### src/frp_defines.vh
/*
 * Constants of the flash reset and parameter-read command block:
 * opcodes, parameter header contents, recovery times and widths.
 * Assumes it is included by bare name from the frp design files.
 */
`ifndef FRP_DEFINES_VH
`define FRP_DEFINES_VH

// Opcodes
`define FRP_OP_ARM      8'h66
`define FRP_OP_RESET    8'h99
`define FRP_OP_QEXIT    8'hF5
`define FRP_OP_QENTRY   8'h35
`define FRP_OP_NOP      8'h00
`define FRP_OP_PREAD    8'h5A

// Frame lengths in bits, address length in bytes
`define FRP_BYTE_BITS   4'h8
`define FRP_ADDR_BYTES  2'h3
`define FRP_SINGLE_STEP 4'h1
`define FRP_QUAD_STEP   4'h4

// Parameter header byte offsets
`define FRP_PA_SIG0     5'h00
`define FRP_PA_SIG1     5'h01
`define FRP_PA_SIG2     5'h02
`define FRP_PA_SIG3     5'h03
`define FRP_PA_MINOR    5'h04
`define FRP_PA_MAJOR    5'h05
`define FRP_PA_NHDR     5'h06
`define FRP_PA_H0_ID    5'h08
`define FRP_PA_H0_MIN   5'h09
`define FRP_PA_H0_MAJ   5'h0A
`define FRP_PA_H0_LEN   5'h0B
`define FRP_PA_H0_PTR0  5'h0C
`define FRP_PA_H1_ID    5'h10
`define FRP_PA_H1_MIN   5'h11
`define FRP_PA_H1_MAJ   5'h12
`define FRP_PA_H1_LEN   5'h13
`define FRP_PA_H1_PTR0  5'h14

// Parameter header contents
`define FRP_SIG_B0      8'h53
`define FRP_SIG_B1      8'h46
`define FRP_SIG_B2      8'h44
`define FRP_SIG_B3      8'h50
`define FRP_REV_MINOR   8'h00
`define FRP_REV_MAJOR   8'h01
`define FRP_NHDR_VAL    8'h01
`define FRP_STD_ID      8'h00
`define FRP_H0_LEN_VAL  8'h09
`define FRP_H0_PTR_VAL  8'h30
`define FRP_H1_LEN_VAL  8'h04
`define FRP_H1_PTR_VAL  8'h60
`define FRP_PTR_HI      8'h00
`define FRP_UNUSED      8'hFF

// Recovery times and system clock rate
`define FRP_SYS_MHZ      50
`define FRP_RCV_PROG_NS  30000
`define FRP_RCV_OTHER_NS 12000

`endif

### src/frp_sync.v
/*
 * Two flip-flop synchroniser for a group of pin inputs.
 * Assumes the inputs are asynchronous to clk_i.
 */
`timescale 1ns/1ps
module frp_sync #(
	parameter W = 1,
	parameter [W-1:0] INIT = {W{1'b0}}
) (
	// Clock and reset
	input  wire         clk_i,
	input  wire         rst_i,
	// Data
	input  wire [W-1:0] d_i,
	output reg  [W-1:0] q_o
);
	reg [W-1:0] meta;

	// First stage feeds only the second
	always @(posedge clk_i or posedge rst_i) begin
		if (rst_i) begin
			meta <= INIT;
			q_o  <= INIT;
		end else begin
			meta <= d_i;
			q_o  <= meta;
		end
	end
endmodule // frp_sync

### src/frp_fifo.v
/*
 * Small synchronous FIFO with valid/ready on both sides and a flush.
 * Assumes one clock; DEPTH is a power of two.
 */
`timescale 1ns/1ps
module frp_fifo #(
	parameter W  = 8,
	parameter AW = 3
) (
	// Clock and reset
	input  wire         clk_i,
	input  wire         rst_i,
	input  wire         flush_i,
	// Fill side
	input  wire         wr_valid_i,
	output wire         wr_ready_o,
	input  wire [W-1:0] wr_data_i,
	// Drain side
	output wire         rd_valid_o,
	input  wire         rd_ready_i,
	output wire [W-1:0] rd_data_o
);
	localparam DEPTH = 1 << AW;

	reg [W-1:0] mem [0:DEPTH-1];
	reg [AW:0]  wp;
	reg [AW:0]  rp;
	wire        full  = (wp[AW] != rp[AW]) && (wp[AW-1:0] == rp[AW-1:0]);
	wire        empty = (wp == rp);
	wire        do_wr = wr_valid_i && !full;
	wire        do_rd = rd_ready_i && !empty;

	assign wr_ready_o = !full;
	assign rd_valid_o = !empty;
	assign rd_data_o  = mem[rp[AW-1:0]];

	// Storage has no reset; pointers alone define contents
	always @(posedge clk_i) begin
		if (do_wr) begin
			mem[wp[AW-1:0]] <= wr_data_i;
		end
	end

	// Pointers, flush wins over traffic
	always @(posedge clk_i or posedge rst_i) begin
		if (rst_i) begin
			wp <= {(AW+1){1'b0}};
			rp <= {(AW+1){1'b0}};
		end else if (flush_i) begin
			wp <= {(AW+1){1'b0}};
			rp <= {(AW+1){1'b0}};
		end else begin
			if (do_wr) begin
				wp <= wp + 1'b1;
			end
			if (do_rd) begin
				rp <= rp + 1'b1;
			end
		end
	end
endmodule // frp_fifo

### src/frp_top.v
/*
 * Serial flash command front end: two-step software reset, four-wire
 * mode entry and exit, and the parameter header read with its byte stream.
 * Assumes pins arrive asynchronously and the serial clock is at most a
 * quarter of the system clock; array busy and suspend flags are on CLK_SYS_I.
 */
`timescale 1ns/1ps
`include "frp_defines.vh"
module frp_top #(
	parameter [7:0] VENDOR_ID = 8'hA5 // arbitrary value
) (
	// System clock and reset
	input  wire       CLK_SYS_I,
	input  wire       SYS_RST_I,
	// Serial pins
	input  wire       SCLK_I,
	input  wire       CS_N_I,
	input  wire [3:0] SIO_I,
	output reg  [3:0] SIO_O,
	output reg  [3:0] SIO_OE_O,
	// Array core status
	input  wire       PROG_BUSY_I,
	input  wire       ERASE_BUSY_I,
	input  wire       ERASE_SUSP_I,
	// Status towards the core
	output reg        ABORT_O,
	output reg        BUSY_O,
	output reg        QUAD_MODE_O,
	output reg        RESET_DONE_O
);
	// Frame states
	localparam [2:0] ST_CMD   = 3'h0;
	localparam [2:0] ST_ADDR  = 3'h1;
	localparam [2:0] ST_DUMMY = 3'h2;
	localparam [2:0] ST_DATA  = 3'h3;
	localparam [2:0] ST_DONE  = 3'h4;

	// Recovery counts, rounded down from ns at the system rate;
	// worked out at full integer width, then cut to the counter's 16 bits
	localparam [31:0] RCV_PROG_FULL  = `FRP_RCV_PROG_NS * `FRP_SYS_MHZ / 1000;
	localparam [31:0] RCV_OTHER_FULL = `FRP_RCV_OTHER_NS * `FRP_SYS_MHZ / 1000;
	localparam [15:0] RCV_PROG_CYC   = RCV_PROG_FULL[15:0];
	localparam [15:0] RCV_OTHER_CYC  = RCV_OTHER_FULL[15:0];

	// Synchronised pins
	wire       sclk_s;
	wire       cs_n_s;
	wire [3:0] sio_s;
	reg        sclk_d;
	reg        cs_n_d;

	// Every pin crosses here; nothing else reads the first stage
	frp_sync #(
		.W    (6),
		.INIT (6'h02)
	) u_sync (
		.clk_i (CLK_SYS_I),
		.rst_i (SYS_RST_I),
		.d_i   ({SIO_I, CS_N_I, SCLK_I}),
		.q_o   ({sio_s, cs_n_s, sclk_s})
	);

	// Edge history of the synchronised pins
	always @(posedge CLK_SYS_I or posedge SYS_RST_I) begin
		if (SYS_RST_I) begin
			sclk_d <= 1'b0;
			cs_n_d <= 1'b1;
		end else begin
			sclk_d <= sclk_s;
			cs_n_d <= cs_n_s;
		end
	end

	wire sck_rise = sclk_s && !sclk_d;
	wire sck_fall = !sclk_s && sclk_d;
	wire cs_rise  = cs_n_s && !cs_n_d;

	// Frame and command state
	reg [2:0]  state;
	reg [7:0]  in_sr;
	reg [3:0]  bit_cnt;
	reg [1:0]  addr_cnt;
	reg [7:0]  opcode;
	reg        op_ok;
	reg        extra;
	reg        armed;
	reg        quad;
	reg [15:0] rcv_cnt;
	reg        rcv_busy;
	reg [23:0] fetch_addr;
	reg        fetch_on;
	reg [7:0]  out_sr;
	reg [3:0]  out_cnt;

	// Bits taken per serial clock depend on the mode
	wire [3:0] step     = quad ? `FRP_QUAD_STEP : `FRP_SINGLE_STEP;
	wire [3:0] next_cnt = bit_cnt + step;
	wire [7:0] next_sr  = quad ? {in_sr[3:0], sio_s} : {in_sr[6:0], sio_s[0]};
	wire       byte_end = sck_rise && (next_cnt == `FRP_BYTE_BITS);
	// Frames are ignored during recovery, so treat the bus as idle
	wire       active   = !cs_n_s && !rcv_busy;

	// Parameter header contents
	function [7:0] hdr_byte;
		input [23:0] a;
		begin
			hdr_byte = `FRP_UNUSED;
			// Only the first 32 bytes carry header data
			if (a[23:5] == 19'h0_0000) begin
				case (a[4:0])
				`FRP_PA_SIG0:   hdr_byte = `FRP_SIG_B0;
				`FRP_PA_SIG1:   hdr_byte = `FRP_SIG_B1;
				`FRP_PA_SIG2:   hdr_byte = `FRP_SIG_B2;
				`FRP_PA_SIG3:   hdr_byte = `FRP_SIG_B3;
				`FRP_PA_MINOR:  hdr_byte = `FRP_REV_MINOR;
				`FRP_PA_MAJOR:  hdr_byte = `FRP_REV_MAJOR;
				`FRP_PA_NHDR:   hdr_byte = `FRP_NHDR_VAL;
				`FRP_PA_H0_ID:  hdr_byte = `FRP_STD_ID;
				`FRP_PA_H0_MIN: hdr_byte = `FRP_REV_MINOR;
				`FRP_PA_H0_MAJ: hdr_byte = `FRP_REV_MAJOR;
				`FRP_PA_H0_LEN: hdr_byte = `FRP_H0_LEN_VAL;
				`FRP_PA_H0_PTR0: hdr_byte = `FRP_H0_PTR_VAL;
				`FRP_PA_H0_PTR0 + 5'h01: hdr_byte = `FRP_PTR_HI;
				`FRP_PA_H0_PTR0 + 5'h02: hdr_byte = `FRP_PTR_HI;
				`FRP_PA_H1_ID:  hdr_byte = VENDOR_ID;
				`FRP_PA_H1_MIN: hdr_byte = `FRP_REV_MINOR;
				`FRP_PA_H1_MAJ: hdr_byte = `FRP_REV_MAJOR;
				`FRP_PA_H1_LEN: hdr_byte = `FRP_H1_LEN_VAL;
				`FRP_PA_H1_PTR0: hdr_byte = `FRP_H1_PTR_VAL;
				`FRP_PA_H1_PTR0 + 5'h01: hdr_byte = `FRP_PTR_HI;
				`FRP_PA_H1_PTR0 + 5'h02: hdr_byte = `FRP_PTR_HI;
				default:        hdr_byte = `FRP_UNUSED;
				endcase
			end
		end
	endfunction

	// Prefetch buffer between header lookup and shifter
	wire       fifo_wr_ready;
	wire       fifo_rd_valid;
	wire [7:0] fifo_rd_data;
	wire       load_byte = (state == ST_DUMMY || state == ST_DATA) && byte_end && active;
	// Lookup stalls when the buffer is full, so the address only moves on acceptance
	wire       push      = fetch_on && fifo_wr_ready;

	// Flushed while deselected, so a cut read leaves no stale bytes
	frp_fifo #(
		.W  (8),
		.AW (3)
	) u_fifo (
		.clk_i      (CLK_SYS_I),
		.rst_i      (SYS_RST_I),
		.flush_i    (cs_n_s),
		.wr_valid_i (fetch_on),
		.wr_ready_o (fifo_wr_ready),
		.wr_data_i  (hdr_byte(fetch_addr)),
		.rd_valid_o (fifo_rd_valid),
		.rd_ready_i (load_byte),
		.rd_data_o  (fifo_rd_data)
	);

	// Frame decoding on serial clock rising edges
	always @(posedge CLK_SYS_I or posedge SYS_RST_I) begin
		if (SYS_RST_I) begin
			state      <= ST_CMD;
			in_sr      <= 8'h00;
			bit_cnt    <= 4'h0;
			addr_cnt   <= 2'h0;
			opcode     <= `FRP_OP_NOP;
			op_ok      <= 1'b0;
			extra      <= 1'b0;
			fetch_addr <= 24'h00_0000;
			fetch_on   <= 1'b0;
		end else if (!active) begin
			// Idle between frames; read stops here at any byte position
			state    <= ST_CMD;
			bit_cnt  <= 4'h0;
			addr_cnt <= 2'h0;
			fetch_on <= 1'b0;
			// Command flags live for one frame only
			if (cs_rise) begin
				op_ok <= 1'b0;
				extra <= 1'b0;
			end
		end else begin
			if (push) begin
				fetch_addr <= fetch_addr + 24'h00_0001;
			end
			if (sck_rise) begin
				in_sr   <= next_sr;
				bit_cnt <= byte_end ? 4'h0 : next_cnt;
				case (state)
				ST_CMD: begin
					if (byte_end) begin
						opcode <= next_sr;
						op_ok  <= 1'b1;
						// Header read is a single-line command only
						if (next_sr == `FRP_OP_PREAD && !quad) begin
							state <= ST_ADDR;
						end else begin
							state <= ST_DONE;
						end
					end
				end
				ST_ADDR: begin
					// Address arrives high byte first
					if (byte_end) begin
						fetch_addr <= {fetch_addr[15:0], next_sr};
						addr_cnt   <= addr_cnt + 2'h1;
						if (addr_cnt == `FRP_ADDR_BYTES - 2'h1) begin
							state <= ST_DUMMY;
						end
					end
				end
				ST_DUMMY: begin
					// Lookup starts now; the eight-entry buffer fills at one byte per system clock
					fetch_on <= 1'b1;
					if (byte_end) begin
						state <= ST_DATA;
					end
				end
				ST_DATA: begin
					fetch_on <= 1'b1;
				end
				ST_DONE: begin
					// Clocks past the opcode spoil a plain command
					extra <= 1'b1;
				end
				default: begin
					state <= ST_CMD;
				end
				endcase
			end
		end
	end

	// Output shifter, changes on serial clock falling edges
	always @(posedge CLK_SYS_I or posedge SYS_RST_I) begin
		if (SYS_RST_I) begin
			out_sr   <= `FRP_UNUSED;
			out_cnt  <= 4'h0;
			SIO_O    <= 4'h0;
			SIO_OE_O <= 4'h0;
		end else if (!active) begin
			out_cnt  <= 4'h0;
			SIO_OE_O <= 4'h0;
		end else begin
			if (load_byte) begin
				// An empty buffer only happens with an overly fast clock
				out_sr  <= fifo_rd_valid ? fifo_rd_data : `FRP_UNUSED;
				out_cnt <= `FRP_BYTE_BITS;
			end else if (sck_fall && out_cnt != 4'h0) begin
				// Only the data-out line is ever driven
				SIO_O    <= {2'b00, out_sr[7], 1'b0};
				SIO_OE_O <= 4'b0010;
				out_sr   <= {out_sr[6:0], 1'b1};
				out_cnt  <= out_cnt - 4'h1;
			end
		end
	end

	// Command execution at the end of a clean one-byte frame
	wire clean   = cs_rise && op_ok && !extra && state == ST_DONE && bit_cnt == 4'h0;
	wire do_rst  = clean && opcode == `FRP_OP_RESET && armed && !ERASE_SUSP_I;
	// Any completed frame but a clean arm, including a header read, disarms
	wire any_end = cs_rise && op_ok;

	// Reset arm, four-wire mode and recovery
	always @(posedge CLK_SYS_I or posedge SYS_RST_I) begin
		if (SYS_RST_I) begin
			armed        <= 1'b0;
			quad         <= 1'b0;
			rcv_busy     <= 1'b0;
			rcv_cnt      <= 16'h0000;
			ABORT_O      <= 1'b0;
			RESET_DONE_O <= 1'b0;
		end else begin
			ABORT_O      <= 1'b0;
			RESET_DONE_O <= 1'b0;
			if (rcv_busy) begin
				// Frames are refused until the count runs out
				if (rcv_cnt == 16'h0001) begin
					rcv_busy     <= 1'b0;
					RESET_DONE_O <= 1'b1;
				end
				rcv_cnt <= rcv_cnt - 16'h0001;
			end else if (do_rst) begin
				// Volatile state back to power-on values
				armed    <= 1'b0;
				quad     <= 1'b0;
				rcv_busy <= 1'b1;
				// A running program or erase is given up; its data may be lost
				ABORT_O  <= PROG_BUSY_I || ERASE_BUSY_I;
				rcv_cnt  <= PROG_BUSY_I ? RCV_PROG_CYC : RCV_OTHER_CYC;
			end else if (clean && opcode == `FRP_OP_ARM) begin
				armed <= 1'b1;
			end else if (any_end) begin
				// No-operation and every other command cancel arming
				armed <= 1'b0;
				if (clean && quad && opcode == `FRP_OP_QEXIT) begin
					quad <= 1'b0;
				end
				if (clean && !quad && opcode == `FRP_OP_QENTRY) begin
					quad <= 1'b1;
				end
			end
		end
	end

	// Mode and busy flags, registered copies
	always @(posedge CLK_SYS_I or posedge SYS_RST_I) begin
		if (SYS_RST_I) begin
			BUSY_O      <= 1'b0;
			QUAD_MODE_O <= 1'b0;
		end else begin
			BUSY_O      <= rcv_busy;
			QUAD_MODE_O <= quad;
		end
	end
endmodule // frp_top

### config.mk
export PLATFORM = sky130hd
export DESIGN_NAME = frp_top
export DESIGN_NICKNAME = d
export VERILOG_FILES = /design/src/frp_sync.v /design/src/frp_fifo.v /design/src/frp_top.v
export VERILOG_INCLUDE_DIRS = /design/src
export SDC_FILE = /design/constraint.sdc
export NUM_CORES = 1
export LEC_CHECK = 0
export BUFFER_PORTS_ARGS = -buffer_cell sky130_fd_sc_hd__buf_2
export CORE_AREA = 2 2 174 176
export CTS_CLUSTER_SIZE = 30
export DETAILED_ROUTE_END_ITERATION = 12
export DIE_AREA = 0 0 176 178
export PLACE_DENSITY = 0.49
export SLEW_MARGIN = 20
export SYNTH_ARGS = -nofsm -noshare
export SYNTH_HDL_FRONTEND = slang
export SYNTH_HIERARCHICAL = 1
export SYNTH_SLANG_ARGS = --single-unit
export TNS_END_PERCENT = 100
### constraint.sdc
create_clock -name CLK_SYS_I -period 2.7 [get_ports CLK_SYS_I]
set_input_delay 0.27 -clock CLK_SYS_I [delete_from_list [all_inputs] [get_ports CLK_SYS_I]]
set_output_delay 0.27 -clock CLK_SYS_I [all_outputs]
set_load 0.1 [all_outputs]
==> results.toml, run 1 <==
[status]
status = "complete, no violations"

[sta]
fmax_ghz = 0.3919
drv_slew = 0
tightest_slew_ns = 0.9566
finalCriticalPeriod_ns = 2.552
period_share_pct = 94.50
setup_violations = 0
finalHoldViolCount = 0
fin_skew_ns = 0.01262
maxSlewHeadroom_pct = 35.99

[floorplan]
num_rows = 63
die_area_um2 = 31330
design.portCount = 23
initial_core_util_pct = 29.71
die_w_um = 176
die_h_um = 178
core-area_um2 = 29400

[layout]
stdcell_count = 1208
final_design_area_no_fill_um2 = 10170
drive_gt1_share_pct = 21.03
n_antenna_cell = 0
syn_to_final_growth_pct = 16.46
multi_input_area_um2 = 3782
nFillCells = 2917
seqCellArea_um2 = 4688
final_net_count = 831
layout.cells.most_common = "dfrtp_1"
mostFrequentLayoutCells = "99 x dfrtp_1, 64 x edfxtp_1, 52 x buf_4"

[synth]
syn-instance-count = 753
post_synth.cell_area_avg_um2 = 11.60
yosysWarnings = 6
synth-edff-count = 64
synth_seq_cells = 174
async_flop_share_pct = 63.22
synth_area_um2 = 8735
synth_flop_cell = "dfrtp_1"
synth_cell_types = 86
yosysSeqAreaShare_pct = 53.67

[clocking]
cts_max_path_buffers = 2
clkSinkCount = 174
clk_pin_slew_worst_paths_ns = 0.07
cts_tree = "built"
htreeDepth = 4
insertion_delay_ns = 0.43
cts_root_buf = "clkbuf_16"
cts_buffers = 17

[grt]
antenna_found_initial = 0
grt_pass1_wl_mm = 32.89
grt_max_degree = 42
first_global_vias = 5877
track_usage_pct = 13.44
grt_overflow = 0

[worst_setup_path]
path_buf_inv = 0
crit_fanout = 3
start_kind = "flip-flop"
critPathKind = "flip-flop to flip-flop"
critPathArrivalTime_ns = 2.89
cp_slowest_stage_delay_ns = 0.40
crit_family = "simple AND/OR/NAND/NOR gates"
reg2reg_from = "bit_cnt[0]$_DFFE_PP0N_"
reg2reg_depth = 10
cp-end-kind = "flip-flop"
path_cells = "ha_1 > ha_1 > nor4b_4 > nand2_2 > nor2_2 > nand2_1 > nor2_2 > nand4_1 > or3_1 > o211ai_1"
r2r_end = "u_fifo/rp[3]$_DFFE_PP0P_"
slowest_stage = "dfrtp_1"
worstPathRequired_ns = 3.04
rrSetupSlack_ns = 0.15

[routing]
drtIter0Drc = 460
vias = 5956
dr.pass1.iters = 6
wl_mm = 20.09
drc = 0
wl_per_cell_um = 16.63
final_antenna_net_count = 0
vias_per_cell = 4.930

[place]
placedCellCount = 1168
dpl_cell_area_um2 = 9494
gp_congestion = 0.7862
io_buffer_count = 16
dp.final_hpwl_mm = 13.68

[power]
vdd_drop_max_uv = 423.6
p_per_area_nw_per_um2 = 515.4
leakage_nw = 3.972

[job]
maxCapViolCount = 0

[worst_hold_path]
hold-path-cell-count = 3
hp-class = "primary input to flip-flop"
hp-start = "ERASE_BUSY_I"
whs_endpoint = "ABORT_O$_DFF_PP0_"
cell usage after synthesis (15+ instances only):
cell type  count  area share (%)
a21oi_1       41             2.3
clkbuf_1      20            0.86
dfrtp_1       99              28
edfxtp_1      64              22
ha_1          15             2.1
inv_1         22            0.95
mux2i_1       27             3.1
mux4_2        16             4.1
nand2_1       47             2.0
nand2b_1      20             1.4
nand3_1       22             1.3
nand4_1       19             1.4
nor2_1        51             2.2
nor3_1        22             1.3
o21ai_0       18             1.0
tightest hold or removal path, cell delays in order:
cell and delay, ns:
buf_2 0.08, nor2_1 0.03, nor2_1 0.07
per-layer routing:
layer / global-route usage, % / share of wire, % / vias up
met5: 0 / 0 / -
met1: 18.68 / 50 / 2955
li1: - / - / 2928
met3: 2.302 / 1.9 / 10
met4: 3.822 / 1.1 / 0
met2: 21.69 / 47 / 63
worst max path at each step:
stage | from | to | cells past startpoint
6_report | bit_cnt[0]$_DFFE_PP0N_ | u_fifo/rp[3]$_DFFE_PP0P_ | 10
5_1_grt | quad$_DFFE_PP0P_ | u_fifo/rp[3]$_DFFE_PP0P_ | 11
4_1_cts | bit_cnt[0]$_DFFE_PP0N_ | u_fifo/rp[2]$_DFFE_PP0P_ | 10
3_5_place_dp | bit_cnt[0]$_DFFE_PP0N_ | u_fifo/rp[2]$_DFFE_PP0P_ | 10
3_3_place_gp | u_fifo/rp[2]$_DFFE_PP0P_ | fetch_addr[9]$_DFFE_PP0P_ | 8
2_1_floorplan | quad$_DFFE_PP0P_ | u_fifo/rp[2]$_DFFE_PP0P_ | 12
state kept, by name, indices dropped and copies added, names as in the netlist, 2 cells and up:
| signal | flops |
|---|---|
| u_fifo/wp | 4 |
| out_cnt | 4 |
| fetch_addr | 24 |
| u_sync/meta | 6 |
| out_sr | 8 |
| u_fifo/rp | 4 |
| u_fifo/mem | 64 |
| addr_cnt | 2 |
| opcode | 8 |
| in_sr | 7 |
| u_sync/q_o | 6 |
| bit_cnt | 4 |
| rcv_cnt | 16 |
| state | 3 |
logic make-up after synthesis:
| family | synth area share, % |
|---|---|
| adder cells (fa/ha/maj) | 2.149 |
| XOR/XNOR | 1.905 |
| AO/OA/AOI/OAI | 11.22 |
| buffers and inverters | 3.782 |
| multiplexers | 9.196 |
| other | 0.04293 |
| AND/OR/NAND/NOR | 18.03 |
| flip-flops | 53.67 |
power by group:
group,internal [W],switching (W)
clock network,0.00135,0.00103
registers,0.00274,0.00000619
logic,0.0000262,0.0000921
total,0.00411,0.00113
through the flow:
| stage | hold slack [ns] | util (%) | power (W) | setup slack, ns | TNS [ns] |
|---|---|---|---|---|---|
| after floorplan | 0.08566 | - | 0.002874 | 0.05332 | 0 |
| after global placement | 0.2998 | 32.29 | 0.002907 | -0.06918 | -0.1861 |
| after detailed placement | 0.3039 | 32.29 | 0.002907 | -0.03853 | -0.06829 |
| after CTS | 0.04037 | 34.50 | 0.005329 | 0.02060 | 0 |
| after global routing | 0.05767 | 34.60 | 0.005438 | -0.001988 | -0.001988 |
| final | 0.06290 | 34.60 | 0.005243 | 0.1484 | 0 |
cell type report:
| type | count | share of cell area (%) |
|---|---|---|
| timing repair buffer | 76 | 5.510 |
| multi-input combinational | 513 | 37.18 |
| inverter | 23 | 0.8733 |
| tap | 390 | 4.797 |
| clock inverter | 10 | 0.8733 |
| sequential | 174 | 46.09 |
| clock buffer | 22 | 4.674 |
repair_timing:
| item | in CTS | in global routing |
|---|---|---|
| setup endpoints to repair | 4 | 10 |
| gates resized for setup | 2 | 5 |
| hold buffers | 7 | 0 |
| endpoints found under the hold margin | 62 | 0 |
| buffers inserted | 0 | 1 |
No activity file was read; power rests on OpenSTA's default activity.
==> run 2, diff against run 1 <==
--- a/config.mk
+++ b/config.mk
@@ -6,12 +6,13 @@
 export SDC_FILE = /design/constraint.sdc
 export NUM_CORES = 1
 export LEC_CHECK = 0
+export ABC_AREA = 1
 export BUFFER_PORTS_ARGS = -buffer_cell sky130_fd_sc_hd__buf_2
-export CORE_AREA = 2 2 174 176
+export CORE_AREA = 2 2 179 181
 export CTS_CLUSTER_SIZE = 30
 export DETAILED_ROUTE_END_ITERATION = 12
-export DIE_AREA = 0 0 176 178
-export PLACE_DENSITY = 0.49
+export DIE_AREA = 0 0 181 183
+export PLACE_DENSITY = 0.5
 export SLEW_MARGIN = 20
 export SYNTH_ARGS = -nofsm -noshare
 export SYNTH_HDL_FRONTEND = slang
==> run 2 against run 1 <==
Register-to-register slack improved by 0.24 ns. Global-route usage increased by 0.27 points. Highest routed layer unchanged. Critical path type unchanged. Clock power increased by 7%. Count of clock-buffer cells in the layout decreased by 5. Sequential power about the same. Non-clock buffer count decreased by 27. Worst hold slack improved by 0.00069 ns. Maximum frequency increased by 10%. First-iteration DRC count increased by 7.6%.
==> results.toml, run 2 <==
[floorplan]
design.portCount = 23
num_rows = 65
core-area_um2 = 31230
die_area_um2 = 33120
initial_core_util_pct = 29.72
die_h_um = 183
die_w_um = 181

[routing]
wl_mm = 21.70
vias_per_cell = 4.667
wl_per_cell_um = 13.98
vias = 7243
drtIter0Drc = 495
dr.pass1.iters = 5
drc = 0
final_antenna_net_count = 0

[layout]
syn_to_final_growth_pct = 13.35
largest_register_ffs = 64
mostFrequentLayoutCells = "305 x nand2_1, 120 x nor2_1, 105 x inv_1"
final_net_count = 1163
layout.cells.most_common = "nand2_1"
drive_gt1_share_pct = 12.00
n_antenna_cell = 0

[sta]
whs_ns = 0.06360
period_share_pct = 85.75
finalHoldViolCount = 0
drv_slew = 0
setup_ws_ns = 0.3847
finalCriticalPeriod_ns = 2.315
fin_skew_ns = 0.01423
tightest_slew_ns = 0.9842
rsz0062_at_grt = "false"
maxSlewHeadroom_pct = 33.69
fmax_ghz = 0.4319
setup_violations = 0
final.setup.tns_ns = 0

[power]
p_per_area_nw_per_um2 = 512.5
p_sw_w = 0.001295
p_total_w = 0.005391
leakage_nw = 4.620
seqPwrFrac_pct = 50.8
p_comb_share_pct = 2.0
switching_share_pct = 24.02
p_int_w = 0.004096
power.share.clock_pct = 47.2
vdd_drop_max_uv = 338.2

[grt]
grt_max_degree = 51
grt_overflow = 0
first_global_vias = 7040
grt_pass1_wl_mm = 36.49
antenna_found_initial = 0
track_usage_pct = 13.71

[place]
place_ws_ns = 0.4085
dp.final_hpwl_mm = 15.13
gp_congestion = 0.7872
io_buffer_count = 16

[synth]
synth.most_common_cell = "nand2_1"
post_synth.cell_area_avg_um2 = 8.398
synth_area_um2 = 9280
synth.area.top_cells = "dfrtp_1 27%, edfxtp_1 21%, nand2_1 12%, nor2_1 4.9%, nand3_1 4.6%"
synth_cell_types = 53
netlist_top_cells_count = "305 x nand2_1, 120 x nor2_1, 106 x inv_1"
yosysWarnings = 6
synth_top_area_cell = "dfrtp_1"
synth_top_area_share_pct = 26.70
yosysSeqAreaShare_pct = 50.52
synth-edff-count = 64
synth_seq_cells = 174
syn-instance-count = 1105
async_flop_share_pct = 63.22
synth_flop_cell = "dfrtp_1"

[worst_setup_path]
rrSetupSlack_ns = 0.38
r2r_end = "fetch_addr[17]$_DFFE_PP0P_"
reg2reg_from = "u_fifo/rp[2]$_DFFE_PP0P_"
worstPathRequired_ns = 3.02
slowest_stage = "dfrtp_1"
crit_fanout = 9
critPathArrivalTime_ns = 2.63
start_kind = "flip-flop"
cp_common_cell = "nand2_1"
cp-end-kind = "flip-flop"
endpoint = "fetch_addr[17]$_DFFE_PP0P_"
critPathKind = "flip-flop to flip-flop"
crit_start = "u_fifo/rp[2]$_DFFE_PP0P_"
cp_slowest_stage_delay_ns = 0.51
path_cells = "inv_2 > nand2_1 > nand2_1 > nand4_4 > nand2_1 > inv_1 > nand3_2 > nor2_1 > nand3_1 > nand2_1 > nand2_1 > nand2_1 > nand2_1"
reg2reg_depth = 13

[clocking]
htreeDepth = 4
clk_pin_slew_worst_paths_ns = 0.08
cts_tree = "built"
cts_root_buf = "clkbuf_16"
post-cts-setup-buffers = 0
cts_buffers = 17
cts_max_path_buffers = 2
clkSinkCount = 174
insertion_delay_ns = 0.43

[worst_hold_path]
hp-class = "primary input to flip-flop"

[job]
maxCapViolCount = 0

[status]
status = "complete, no violations"
## run 2: cell types whose count changed after synthesis, moves of 27 or more
cell     change
nand2_1    +258
inv_1       +84
nor2_1      +69
nand3_1     +63
o21ai_0     +58
mux2i_1     -27
## run 2: stage by stage
stage / std cells / area [µm²] / util, %
detailed placement: 1513 / 9834 / 31.49
global placement: 1513 / 9834 / 31.49
finish: 1552 / 10520 / 33.68
CTS: 1552 / 10520 / 33.68
global route: 1552 / 10520 / 33.68
floorplan: 1110 / 9299 / -
## run 2: worst min path at each step
stage	from	endpoint	slack, ns	cells past startpoint
2_1_floorplan	SYS_RST_I	u_fifo/rp[0]$_DFFE_PP0P_	0.09	1
3_3_place_gp	SYS_RST_I	u_fifo/wp[3]$_DFFE_PP0P_	0.31	2
3_5_place_dp	SYS_RST_I	u_fifo/rp[3]$_DFFE_PP0P_	0.30	2
4_1_cts	ERASE_BUSY_I	ABORT_O$_DFF_PP0_	0.05	2
5_1_grt	ERASE_BUSY_I	ABORT_O$_DFF_PP0_	0.05	2
6_report	ERASE_BUSY_I	ABORT_O$_DFF_PP0_	0.06	2
## run 2: cells by family after synthesis
logic type,synth area share (%)
simple gates,30.19
flops,50.52
buf+inv,7.537
compound gates,8.467
fa+ha+maj,2.022
xor+xnor,1.227
other cells,0.04041
## run 2: routing by layer
metal	up-vias	track usage [%]	routed length, µm
li1	3704	-	-
met1	3433	18.91	10910
met2	87	22.34	10060
met3	19	2.184	484
met4	0	3.967	239
met5	-	0	0
## run 2: critical path, delay by kind of cell, from the launching register on
family                 cells  cell delay, ns
buffers and inverters      2            0.34
DFF                        1            0.51
and+or+nand+nor           11            1.34
## run 2: timing repair
item | 4_1_cts | 5_1_grt
hold buffers | 7 | 0
resized for setup | 0 | 0
endpoints found under the hold margin | 57 | 0
## run 2: area by class of cell
cell class | instances | area, µm²
clock inverter | 15 | 188.9
multi-input combinational | 779 | 3911
inverter | 116 | 444.2
tap | 402 | 503.0
fill | 3275 | 20710
clock buffer | 17 | 425.4
timing repair buffer | 49 | 357.8
sequential | 174 | 4688
## run 2: power by group through the flow
| stage | registers [W] | logic (W) | clock network (W) |
|---|---|---|---|
| finish | 0.00274 | 0.000106 | 0.00254 |
| floorplan | 0.00279 | 0.0000803 | 0 |
| CTS | 0.00274 | 0.000111 | 0.00261 |
| detailed placement | 0.00279 | 0.000103 | 0 |
| global placement | 0.00279 | 0.000103 | 0 |
| global route | 0.00274 | 0.000118 | 0.00273 |
